File: config.mk
export PLATFORM = sky130hd
export DESIGN_NAME = module_mgmt
export DESIGN_NICKNAME = d
export VERILOG_FILES = /design/src/mgmt_pkg.sv /design/src/span_timer.sv /design/src/module_mgmt.sv
export SDC_FILE = /design/constraint.sdc
export NUM_CORES = 1
export LEC_CHECK = 0
export BUFFER_PORTS_ARGS = -buffer_cell sky130_fd_sc_hd__buf_2
export CORE_UTILIZATION = 40
export DETAILED_ROUTE_END_ITERATION = 12
export PLACE_DENSITY_LB_ADDON = 0.15
export SETUP_SLACK_MARGIN = 0.15
export SLEW_MARGIN = 20
export SYNTH_ARGS = -nofsm -noshare
export SYNTH_HDL_FRONTEND = slang
export SYNTH_SLANG_ARGS = --single-unit
File: constraint.sdc
create_clock -name clk_i -period 3.15 [get_ports clk_i]
set_input_delay 0.63 -clock clk_i [delete_from_list [all_inputs] [get_ports clk_i]]
set_output_delay 0.63 -clock clk_i [all_outputs]
set_load 0.02 [all_outputs]
File: src/mgmt_pkg.sv
package mgmt_pkg;

  // Clock and timing
  localparam int CLK_HZ = 50_000_000;
  localparam int CYC_PER_MS = CLK_HZ / 1000;
  localparam int INIT_TIME_MS = 2000;
  localparam int INIT_CYCLES = INIT_TIME_MS * CYC_PER_MS;
  localparam int WAKE_TIME_MS = 300;
  localparam int WAKE_CYCLES = WAKE_TIME_MS * CYC_PER_MS;
  localparam int TIMER_W = 27;

  // Flag layout
  localparam int LANES = 4;
  localparam int FLAG_W = 9;
  localparam int FLAG_LOS_LSB = 0;
  localparam int FLAG_TXF_LSB = 4;
  localparam int FLAG_READY = 8;

  // Register byte addresses
  localparam logic [7:0] ADR_STATUS = 8'h00;
  localparam logic [7:0] ADR_FLAGS = 8'h04;
  localparam logic [7:0] ADR_MASK = 8'h08;
  localparam logic [7:0] ADR_CTRL = 8'h0C;

  // Status bit positions
  localparam int ST_DNR_BIT = 0;
  localparam int ST_INIT_BIT = 1;
  localparam int ST_LOWPWR_BIT = 2;
  localparam int ST_FUNC_BIT = 3;

  // Values after reset
  localparam logic [FLAG_W-1:0] MASK_RESET = 9'h000;
  localparam logic [3:0] CTRL_RESET = 4'h0;

  typedef enum logic [1:0] {
    ST_INIT = 2'b00,
    ST_RUN = 2'b01,
    ST_LOW = 2'b10,
    ST_WAKE = 2'b11
  } pwr_state_t;

  typedef struct packed {
    logic los_pin_mode;
    logic disable_pin_mode;
    logic power_set;
    logic power_override;
  } ctrl_t;

endpackage : mgmt_pkg

File: src/span_timer.sv
module span_timer (
  // Clock and reset
  input wire logic clk_i,
  input wire logic rst_i,
  // Control
  input wire logic clear_i,
  input wire logic [mgmt_pkg::TIMER_W-1:0] span_i,
  // Result
  output logic done_o
);

  logic [mgmt_pkg::TIMER_W-1:0] count_reg;
  logic [mgmt_pkg::TIMER_W-1:0] count_next;
  logic [mgmt_pkg::TIMER_W-1:0] last_count;

  // Span of zero behaves as one cycle
  assign last_count = (span_i == '0) ? '0 : span_i - 27'h0000001;
  assign done_o = (count_reg == last_count) && !clear_i;
  assign count_next = clear_i ? '0 : (done_o ? count_reg : count_reg + 27'h0000001);

  always_ff @(posedge clk_i)
  begin
    if (rst_i)
      count_reg <= '0;
    else
      count_reg <= count_next;
  end

endmodule : span_timer

File: src/module_mgmt.sv
// What this block does
// - Management init completes within 2000 ms of reset release.
// - Interrupt pin goes low within 200 ms of a triggering condition.
// - Interrupt released within 500 us after clear-on-read of its flag.
// - Receive loss sets its flag and pulls interrupt low within 100 ms.
// - Any flag condition sets its flag and asserts interrupt within 200 ms.
// - Setting a mask bit stops its interrupt within 100 ms.
// - Clearing a mask bit resumes its interrupt within 100 ms.
// - Within 2 s, clear data-not-ready and pull interrupt low.
// - Management bus answers within 2 s of power-on.
// - Fully functional within 2 s after module reset rises.
// - Fully functional within 2 s of power-on with low-power pin low.
// - Low-power/transmit-disable pin changes function within 100 ms.
// - Interrupt/receive-loss pin changes function within 100 ms.
// - Low-power pin high brings class 1 power within 100 ms.
// - Low-power pin low gives full function within 300 ms.
// - Power override or power set at 1 gives class 1 within 100 ms.
// - Both power bits cleared gives full function within 300 ms.
module module_mgmt #(
  parameter int INIT_CYCLES = mgmt_pkg::INIT_CYCLES,
  parameter int WAKE_CYCLES = mgmt_pkg::WAKE_CYCLES
) (
  // Clock and reset
  input wire logic clk_i,
  input wire logic rst_i,
  // Wishbone slave
  input wire logic wb_cyc_i,
  input wire logic wb_stb_i,
  input wire logic wb_we_i,
  input wire logic [7:0] wb_adr_i,
  input wire logic [3:0] wb_sel_i,
  input wire logic [31:0] wb_dat_i,
  output logic [31:0] wb_dat_o,
  output logic wb_ack_o,
  // Host side-band pins
  input wire logic module_reset_n_i,
  input wire logic dual_mode_pin_i,
  output logic module_interrupt_n_o,
  // Line conditions
  input wire logic [mgmt_pkg::LANES-1:0] rx_los_i,
  input wire logic [mgmt_pkg::LANES-1:0] tx_fault_i,
  // Module power and lane control
  output logic transmit_disable_o,
  output logic low_power_o,
  output logic fully_functional_o,
  output logic management_init_state_o
);

  localparam int FW = mgmt_pkg::FLAG_W;

  mgmt_pkg::pwr_state_t state_reg;
  mgmt_pkg::pwr_state_t state_next;
  mgmt_pkg::ctrl_t ctrl_reg;
  logic [FW-1:0] flag_reg;
  logic [FW-1:0] flag_next;
  logic [FW-1:0] mask_reg;
  logic [FW-1:0] mask_next;
  logic [FW-1:0] ev;
  logic [FW-1:0] clr_vec;
  logic [31:0] rd_mux;
  logic [31:0] dat_reg;
  logic ack_reg;
  logic dnr_reg;
  logic int_n_reg;
  logic tx_off_reg;
  logic lowpwr_reg;
  logic func_reg;
  logic init_reg;
  logic soft_rst;
  logic bus_req;
  logic bus_fin;
  logic wr_en;
  logic flags_rd;
  logic hit_status;
  logic hit_flags;
  logic hit_mask;
  logic hit_ctrl;
  logic lp_pin_req;
  logic lp_target;
  logic int_active;
  logic timed_state;
  logic timer_clear;
  logic timer_done;
  logic init_done_ev;
  logic [mgmt_pkg::TIMER_W-1:0] span;

  // Host reset pin resets everything except the bus ack and read-data registers
  assign soft_rst = rst_i || !module_reset_n_i;

  // Bus decode
  assign bus_req = wb_cyc_i && wb_stb_i && !ack_reg;
  assign bus_fin = wb_cyc_i && wb_stb_i && ack_reg;
  assign wr_en = bus_fin && wb_we_i;
  assign hit_status = (wb_adr_i == mgmt_pkg::ADR_STATUS);
  assign hit_flags = (wb_adr_i == mgmt_pkg::ADR_FLAGS);
  assign hit_mask = (wb_adr_i == mgmt_pkg::ADR_MASK);
  assign hit_ctrl = (wb_adr_i == mgmt_pkg::ADR_CTRL);
  assign flags_rd = bus_fin && !wb_we_i && hit_flags;

  // Unmapped addresses read zero
  assign rd_mux = hit_status ? {28'h0000000, func_reg, lowpwr_reg, init_reg, dnr_reg} :
                  hit_flags ? {23'h000000, flag_reg} :
                  hit_mask ? {23'h000000, mask_reg} :
                  hit_ctrl ? {28'h0000000, ctrl_reg} : 32'h00000000;

  // Only the bits actually returned are cleared, so late events survive
  assign clr_vec = flags_rd ? dat_reg[FW-1:0] : '0;

  assign mask_next = {wr_en && hit_mask && wb_sel_i[1] ? wb_dat_i[8] : mask_reg[8],
                      wr_en && hit_mask && wb_sel_i[0] ? wb_dat_i[7:0] : mask_reg[7:0]};

  // Flag sources
  assign init_done_ev = (state_reg == mgmt_pkg::ST_INIT) && (state_next != mgmt_pkg::ST_INIT);
  assign ev = {init_done_ev, tx_fault_i, rx_los_i};

  genvar gi;
  generate
    for (gi = 0; gi < FW; gi++)
    begin : g_flag
      // Set wins over a read clear in the same cycle
      assign flag_next[gi] = (flag_reg[gi] && !clr_vec[gi]) || ev[gi];
    end
  endgenerate

  assign int_active = |(flag_reg & ~mask_reg);

  // Dual-function pin decode
  assign lp_pin_req = !ctrl_reg.disable_pin_mode && dual_mode_pin_i;
  assign lp_target = lp_pin_req || ctrl_reg.power_override || ctrl_reg.power_set;

  // Power sequencing
  assign timed_state = (state_reg == mgmt_pkg::ST_INIT) || (state_reg == mgmt_pkg::ST_WAKE);
  assign timer_clear = !module_reset_n_i || !timed_state;
  assign span = (state_reg == mgmt_pkg::ST_INIT) ? INIT_CYCLES[mgmt_pkg::TIMER_W-1:0] :
                WAKE_CYCLES[mgmt_pkg::TIMER_W-1:0];

  span_timer u_timer (
    .clk_i(clk_i),
    .rst_i(rst_i),
    .clear_i(timer_clear),
    .span_i(span),
    .done_o(timer_done)
  );

  always_comb
  begin
    state_next = state_reg;
    if (!module_reset_n_i)
      state_next = mgmt_pkg::ST_INIT;
    else
    begin
      case (state_reg)
        mgmt_pkg::ST_INIT:
          if (timer_done)
            state_next = lp_target ? mgmt_pkg::ST_LOW : mgmt_pkg::ST_RUN;
        mgmt_pkg::ST_RUN:
          if (lp_target)
            state_next = mgmt_pkg::ST_LOW;
        mgmt_pkg::ST_LOW:
          if (!lp_target)
            state_next = mgmt_pkg::ST_WAKE;
        mgmt_pkg::ST_WAKE:
          if (lp_target)
            state_next = mgmt_pkg::ST_LOW;
          else if (timer_done)
            state_next = mgmt_pkg::ST_RUN;
        default:
          state_next = mgmt_pkg::ST_INIT;
      endcase
    end
  end

  always_ff @(posedge clk_i)
  begin
    if (rst_i)
    begin
      ack_reg <= 1'b0;
      dat_reg <= 32'h00000000;
    end
    else
    begin
      ack_reg <= bus_req;
      dat_reg <= bus_req ? rd_mux : dat_reg;
    end
  end

  always_ff @(posedge clk_i)
  begin
    if (soft_rst)
    begin
      state_reg <= mgmt_pkg::ST_INIT;
      flag_reg <= '0;
      mask_reg <= mgmt_pkg::MASK_RESET;
      ctrl_reg <= mgmt_pkg::CTRL_RESET;
      dnr_reg <= 1'b1;
    end
    else
    begin
      state_reg <= state_next;
      flag_reg <= flag_next;
      mask_reg <= mask_next;
      ctrl_reg <= (wr_en && hit_ctrl && wb_sel_i[0]) ? mgmt_pkg::ctrl_t'(wb_dat_i[3:0]) : ctrl_reg;
      dnr_reg <= dnr_reg && !init_done_ev;
    end
  end

  // Pin and status outputs, all registered
  always_ff @(posedge clk_i)
  begin
    if (soft_rst)
    begin
      int_n_reg <= 1'b1;
      tx_off_reg <= 1'b0;
      lowpwr_reg <= 1'b0;
      func_reg <= 1'b0;
      init_reg <= 1'b1;
    end
    else
    begin
      int_n_reg <= ctrl_reg.los_pin_mode ? !(|rx_los_i) : !int_active;
      tx_off_reg <= ctrl_reg.disable_pin_mode && dual_mode_pin_i;
      lowpwr_reg <= (state_next == mgmt_pkg::ST_LOW);
      func_reg <= (state_next == mgmt_pkg::ST_RUN);
      init_reg <= (state_next == mgmt_pkg::ST_INIT);
    end
  end

  assign wb_ack_o = ack_reg;
  assign wb_dat_o = dat_reg;
  assign module_interrupt_n_o = int_n_reg;
  assign transmit_disable_o = tx_off_reg;
  assign low_power_o = lowpwr_reg;
  assign fully_functional_o = func_reg;
  assign management_init_state_o = init_reg;

  // Helper ages for the long deadlines
  int init_age;
  int wake_age;
  always_ff @(posedge clk_i)
  begin
    if (soft_rst || state_reg != mgmt_pkg::ST_INIT)
      init_age <= 0;
    else
      init_age <= init_age + 1;
    if (soft_rst || state_reg != mgmt_pkg::ST_WAKE)
      wake_age <= 0;
    else
      wake_age <= wake_age + 1;
  end

  AST_INIT_BOUND: assert property (@(posedge clk_i) disable iff (soft_rst)
    init_age < INIT_CYCLES + 1)
    else $error("init state overran its span");

  AST_RESET_INIT: assert property (@(posedge clk_i) disable iff (rst_i)
    !module_reset_n_i |=> management_init_state_o && !fully_functional_o && dnr_reg)
    else $error("module reset did not restart init");

  AST_FLAG_SET: assert property (@(posedge clk_i) disable iff (soft_rst)
    (ev != '0) |=> ((flag_reg & $past(ev)) == $past(ev)))
    else $error("event did not set its flag");

  AST_LATCH: assert property (@(posedge clk_i) disable iff (soft_rst)
    ##1 ((flag_reg & $past(flag_reg & ~clr_vec)) == $past(flag_reg & ~clr_vec)))
    else $error("flag dropped without a read");

  AST_INT_ON: assert property (@(posedge clk_i) disable iff (soft_rst)
    (int_active && !ctrl_reg.los_pin_mode) |=> !module_interrupt_n_o)
    else $error("interrupt not asserted for unmasked flag");

  AST_INT_OFF: assert property (@(posedge clk_i) disable iff (soft_rst)
    (flags_rd && !ctrl_reg.los_pin_mode && mask_reg == '0 && ev == '0) |=> ##1
    (module_interrupt_n_o == !(|$past(flag_reg))))
    else $error("interrupt not released after flag read");

  AST_MASK_ON: assert property (@(posedge clk_i) disable iff (soft_rst)
    (mask_reg == {FW{1'b1}} && !ctrl_reg.los_pin_mode) |=> module_interrupt_n_o)
    else $error("masked flags still drive the interrupt");

  AST_MASK_OFF: assert property (@(posedge clk_i) disable iff (soft_rst)
    ($fell(mask_reg[0]) && flag_reg[0] && !ctrl_reg.los_pin_mode) |=> !module_interrupt_n_o)
    else $error("unmask did not resume interrupt");

  AST_READY: assert property (@(posedge clk_i) disable iff (soft_rst)
    $fell(management_init_state_o) |-> !dnr_reg && flag_reg[mgmt_pkg::FLAG_READY])
    else $error("init end without ready flag");

  AST_LOWPWR: assert property (@(posedge clk_i) disable iff (soft_rst)
    (lp_target && state_reg != mgmt_pkg::ST_INIT) |=> low_power_o)
    else $error("low power not reached");

  AST_WAKE_BOUND: assert property (@(posedge clk_i) disable iff (soft_rst)
    wake_age < WAKE_CYCLES + 1)
    else $error("wake overran its span");

  AST_PIN_MODE: assert property (@(posedge clk_i) disable iff (soft_rst)
    ctrl_reg.los_pin_mode |=> (module_interrupt_n_o == !(|$past(rx_los_i))))
    else $error("receive-loss pin mode wrong");

  AST_TRANSMIT_DISABLE: assert property (@(posedge clk_i) disable iff (soft_rst)
    ctrl_reg.disable_pin_mode |=> (transmit_disable_o == $past(dual_mode_pin_i)))
    else $error("transmit disable not following pin");

  AST_ACK: assert property (@(posedge clk_i) disable iff (rst_i)
    bus_req |=> wb_ack_o ##1 !wb_ack_o)
    else $error("bus not answered in one cycle");

endmodule : module_mgmt

==> impl_metrics.yaml, run 1 <==
status:
  status: "complete, no violations"
clocking:
  cts_setup_buffers: 0
  hold_buffers: 0
  cts-resized-gates: 0
  cts_buffer_depth: 2
  numCtsBuffers: 9
  clk_pin_slew_worst_paths_ns: 0.08
  htree_levels: 3
  cts_tree: "done"
  cts_root_buf: "clkbuf_8"
  clock-sinks: 67
  clk-insertion-delay-late_ns: 0.34
detailed_routing:
  drtIter0Drc: 99
  wirelength_mm: 7.092
  drt_pass1_iterations: 4
  wl_met3_um: 364
  wl_per_cell_um: 12.97
  wl_met1_mm: 3.556
  top_layer: "met4"
  via_count: 2736
  drcViolationCount: 0
  routed_via_density: 5.002
  wl_met2_mm: 3.075
  drtAntennaViolNets: 0
grt:
  grt_pass1_wl_mm: 11.93
  grt_start_max_net_pins: 28
  grt_pass1_vias: 2502
  antenna_found_initial: 0
  track_usage: 0.1756
  grt-ovfl-total: 0
power:
  ir_drop_mv: 0.2228
  powerDensity_mw_per_mm2: 433.9
  p_leak_nw: 1.548
sta:
  setup_tns_ns: 0
  finClkSkew_ns: 0.01172
  drv_slew: 0
  slew_headroom: 0.6377
  setup_viol: 0
  worst_pin_slew_ns: 0.5414
  fmax_ghz: 0.3926
  period_minus_slack_ns: 2.547
  fin_crit_sh: 0.8085
  final-hold-violation-count: 0
  rsz0062_at_grt: "false"
yosys:
  synth_mux_area_frac: 0.07219
  syn_inst: 391
  synthXorXnorAreaFrac: 0.06649
  syn_avg_cell_area_um2: 8.422
  synth_edf_count: 0
  synth_simple_gate_area_frac: 0.2504
  synth_top_family_by_area: "simple AND/OR/NAND/NOR gates"
  synthArstFlopShare: 0
  synthAdderAreaFrac: 0.01900
  ys_types: 46
  synth_ff_type: "dfxtp_1"
  synth-seq-cells: 67
  ys_seq_area_frac: 0.4073
  yosys_warnings: 0
  syn-cell-area_mm2: 0.003293
  synth_compound_area_frac: 0.09536
die:
  die_x_um: 92.74
  coreArea_mm2: 0.007848
  std_cell_rows: 32
  die_area_mm2: 0.008600
  ios: 97
  die_h_um: 92.74
  start_util: 0.4196
final_layout:
  diodes: 0
  drive_above_1_share: 0.1730
  utilization: 0.4762
  final_cell_mix: "nor2_1, dfxtp_1, buf_2"
  largest_reg_flops: 27
  syn_to_final_growth_pct: 13.49
  fin_nets: 504
setup_path:
  cp_slowest_stage_delay_ns: 0.45
  cp.required_ns: 3.39
  path_cells: "inv_1 > ha_1 > nor4b_1 > nand4_1 > nand4b_2 > mux2_4 > or2_1 > a31o_1"
  r2r_start: "state_reg[0]"
  rrSetupSlack_ns: 0.60
  critPathLaunchType: "flop"
  crit_slowest_cell: "dfxtp_1"
  reg2reg_to: "flag_reg[8]"
  reg2regPathDepth: 8
  critPathArrivalTime_ns: 2.78
  cp-end-kind: "flop"
  worstSetupPathType: "flop to flop"
  path_max_fanout: 7
run:
  cap_violations: 0
placement:
  hpwl_mm: 5.242
  numPortBuffers: 48
  routabilityCongestion: 0.8104
worst_hold_path:
  hold_depth: 2
  hold_start: "u_timer.count_reg[15]"
  whs_endpoint: "u_timer.count_reg[15]"
  hold_class: "flop to flop"
-- layout make-up --
type / count / area (um2)
Clock inverter: 6 / 41.29
Clock buffer: 10 / 137.6
Inverter: 16 / 60.06
Multi-Input combinational cell: 292 / 1744
Tap cell: 102 / 127.6
Fill cell: 814 / 4110
Sequential cell: 67 / 1341
Timing Repair Buffer: 54 / 285.3
-- metal layers --
metal,GRT usage,up-vias
met3,0.04762,12
met1,0.2292,1250
li1,-,1398
met4,0.07308,0
met5,0,-
met2,0.2722,76
-- cell usage after synthesis (6+ instances only) --
cell type,count,area [um2]
a21oi_1,17,85.08
a22oi_1,9,67.56
and3_1,9,56.30
buf_4,23,172.7
clkbuf_1,13,48.80
dfxtp_1,67,1341
inv_1,16,60.06
mux2i_1,20,200.2
nand2_1,26,97.59
nand3_1,11,55.05
nand4_1,10,62.56
nor2_1,67,251.5
nor2b_1,6,37.54
nor3_1,10,50.05
xnor2_1,6,52.55
xor2_1,19,166.4
-- power breakdown --
group / leakage (nW) / switching (mW) / internal [mW]
clock network: 0.0843 / 0.329 / 0.305
registers: 0.542 / 0.00869 / 0.858
logic: 0.921 / 0.0811 / 0.0405
total: 1.55 / 0.418 / 1.20
-- how the worst max path moves through the flow --
stage,startpoint,slack [ns],end
CTS,state_reg[0],0.61,flag_reg[8]
floorplan,state_reg[0],0.88,flag_reg[8]
global route,state_reg[0],0.40,flag_reg[8]
detailed placement,state_reg[0],0.63,flag_reg[8]
global placement,state_reg[0],0.65,flag_reg[8]
finish,state_reg[0],0.60,flag_reg[8]
-- critical path: cells and delay by family, from the launching register on --
family                     cells  cell delay, ns
AOI/OAI and AO/OA              1            0.22
adders and majority gates      1            0.31
buffers and inverters          1            0.10
DFF                            1            0.45
muxes                          1            0.36
and+or+nand+nor                4            1.00
-- logic make-up after synthesis --
family                   count (synthesis)
multiplexers                            23
other                                    1
buffers and inverters                   54
adder cells (fa/ha/maj)                  5
AO/OA/AOI/OAI                           50
AND/OR/NAND/NOR                        166
flip-flops                              67
XOR/XNOR                                25
-- through the flow --
stage          worst slack [ns]  hold WS (ns)  instances  total power, mW  instance area (um2)
4_1_cts                  0.6114        0.4924        547            1.650                 3737
3_3_place_gp             0.6523        0.4752        531            1.007                 3558
2_1_floorplan            0.8805        0.4584        413           0.9857                 3376
6_report                 0.6031        0.4895        547            1.622                 3737
3_5_place_dp             0.6349        0.4804        531            1.008                 3558
5_1_grt                  0.4042        0.4944        547            1.695                 3737
Power figures use the tool's default switching activity.
==> run 2, diff against run 1 <==
ABC_AREA = 1   (was default)
clock period = 2.23 ns   (was 3.15 ns; I/O delays follow)
==> run 2 against run 1 <==
  * The run now ends with DRC left
  * Final cell count is 32% higher
  * Synthesized cell count is 37% higher
  * Clock skew is 0.0054 ns lower
  * Via count is 27% higher
  * Critical path type unchanged
  * Largest cell class unchanged
  * Critical endpoint is now u_timer.count_reg[26]
  * Worst hold slack worse by 0.16 ns
==> impl_metrics.yaml, run 2 <==
status:
  status: "finished with violations"
  violations: "DRC"
placement:
  numPortBuffers: 48
  routabilityCongestion: 0.8365
  hpwl_mm: 6.783
  place_area_mm2: 0.004024
  post-place-ws_ns: 0.07393
  dp.cells: 698
die:
  die_x_um: 97.82
  std_cell_rows: 34
  start_util: 0.4170
  coreArea_mm2: 0.008806
  ios: 97
  die_area_mm2: 0.009568
  die_h_um: 97.82
grt:
  track_usage: 0.1919
  antenna_found_initial: 0
  grt_pass1_wl_mm: 14.66
  grt_pass1_vias: 3211
  grt-ovfl-total: 0
  grt_start_max_net_pins: 16
yosys:
  syn_inst: 536
  yosys.area.top_type: "dfxtp_1"
  ys_types: 44
  synth_edf_count: 0
  synth-seq-cells: 67
  synthArstFlopShare: 0
  synth.top_cell.area_share: 0.3652
  syn_avg_cell_area_um2: 6.851
  yosys-top-cells-area: "dfxtp_1, nand2_1, inv_1"
  yosys_warnings: 0
  syn-cell-area_mm2: 0.003672
  yosysMostFrequentCell: "nand2_1"
  synth_ff_type: "dfxtp_1"
  ys_seq_area_frac: 0.3652
  synth_common_cells: "nand2_1, inv_1, dfxtp_1, nor2_1, a21oi_1"
setup_path:
  path_max_fanout: 4
  critPathArrivalTime_ns: 2.21
  cp-end-kind: "flop"
  worstSetupPathType: "flop to flop"
  critPathLaunchType: "flop"
  cp.required_ns: 2.51
final_layout:
  drive_above_1_share: 0.2288
  fin_nets: 671
  utilization: 0.4928
  largest_reg_flops: 27
  mostFrequentLayoutCell: "nand2_1"
  design_area_mm2: 0.004339
  instances_no_fill: 720
  final_cell_mix: "nand2_1, inv_1, nor2_1"
  syn_to_final_growth_pct: 18.16
  diodes: 0
clocking:
  hold_buffers: 0
  clock-sinks: 67
  htree_levels: 3
  cts_root_buf: "clkbuf_8"
  cts_tree: "done"
  numCtsBuffers: 9
  clk-insertion-delay-late_ns: 0.34
  cts_buffer_depth: 2
  clk_pin_slew_worst_paths_ns: 0.07
sta:
  setup_tns_ns: 0
  setup_viol: 0
  finClkSkew_ns: 0.006360
  fin_ws_ns: 0.2958
  drv_slew: 0
  holdWs_ns: 0.3280
  final-hold-violation-count: 0
  fmax_ghz: 0.5170
  worst_pin_slew_ns: 0.5844
  fin_crit_sh: 0.8674
  slew_headroom: 0.6099
  rsz0062_at_grt: "true"
  period_minus_slack_ns: 1.934
detailed_routing:
  routed_via_density: 4.824
  via_count: 3473
  wl_per_cell_um: 12.34
  wirelength_mm: 8.882
  drtAntennaViolNets: 0
  drcViolationCount: 20
  drtIter0Drc: 178
  drt_pass1_iterations: 9
power:
  ir_drop_mv: 0.2553
  p_leak_nw: 1.811
  powerDensity_mw_per_mm2: 550.6
  finalPower_mw: 2.389
worst_hold_path:
  hold_class: "primary input to flop"
run:
  cap_violations: 0
run 2: changes by cell type after synthesis, sizes merged, moves of 13 or more:
cell	before	now
a21oi	17	45
nor3	10	28
o21ai	6	36
mux2i	20	0
nand2	26	101
inv	16	82
xor2	19	1
nand3	11	24
run 2: logic make-up after synthesis:
logic type	after synthesis	synth area share
adders and majority gates	5	0.01704
other	1	0.001021
xor gates and xnor gates	1	0.002385
buffers and inverters	115	0.1465
AOI/OAI and AO/OA	95	0.1424
and+or+nand+nor	252	0.3254
DFF	67	0.3652
run 2: path summary, 6_finish.rpt:
| check | start | slack, ns | endpoint | depth (start not counted) |
|---|---|---|---|---|
| worst max-delay path | u_timer.count_reg[0] | 0.30 | u_timer.count_reg[26] | 12 |
| worst min-delay path | tx_fault_i[2] | 0.33 | flag_reg[6] | 3 |
| worst max register to register | u_timer.count_reg[0] | 0.30 | u_timer.count_reg[26] | 12 |
| worst min register to register | dnr_reg | 0.45 | dnr_reg | 2 |
run 2: area by class of cell:
cell class	instances	area, um2
clock buffer	11	141.4
inverter	83	311.5
sequential	67	1349
multi-input combinational	376	1944
timing repair buffer	70	405.4
fill	905	4467
tap	108	135.1
clock inverter	5	52.55
run 2: where the power goes:
part / switching [mW] / internal, mW
Clock: 0.477 / 0.542
Combinational: 0.110 / 0.0487
Sequential: 0.00631 / 1.21
Total: 0.593 / 1.80
run 2: layer usage:
layer	GRT usage	vias up	wire [um]
li1	-	1826	-
met1	0.2388	1551	4138
met2	0.3284	87	4205
met3	0.04438	9	431
met4	0.06177	0	107
met5	0	-	0
run 2: critical path, cell delays in order, from the launching register on:
cell     delay [ns]
dfxtp_2        0.35
ha_2           0.19
nand3_1        0.12
nor2_4         0.19
inv_2          0.07
nor2_2         0.09
nand3_2        0.10
nor3_4         0.27
nand2_2        0.10
nor2_2         0.11
xor2_1         0.14
inv_1          0.06
nor2_2         0.06
run 2: timing repair:
action / 4_1_cts / 5_1_grt
pin swaps: 0 / 7
endpoints found under the hold margin: 0 / 0
resized for setup: 2 / 23
endpoints found under the setup margin: 4 / 14
setup buffers: 0 / 6
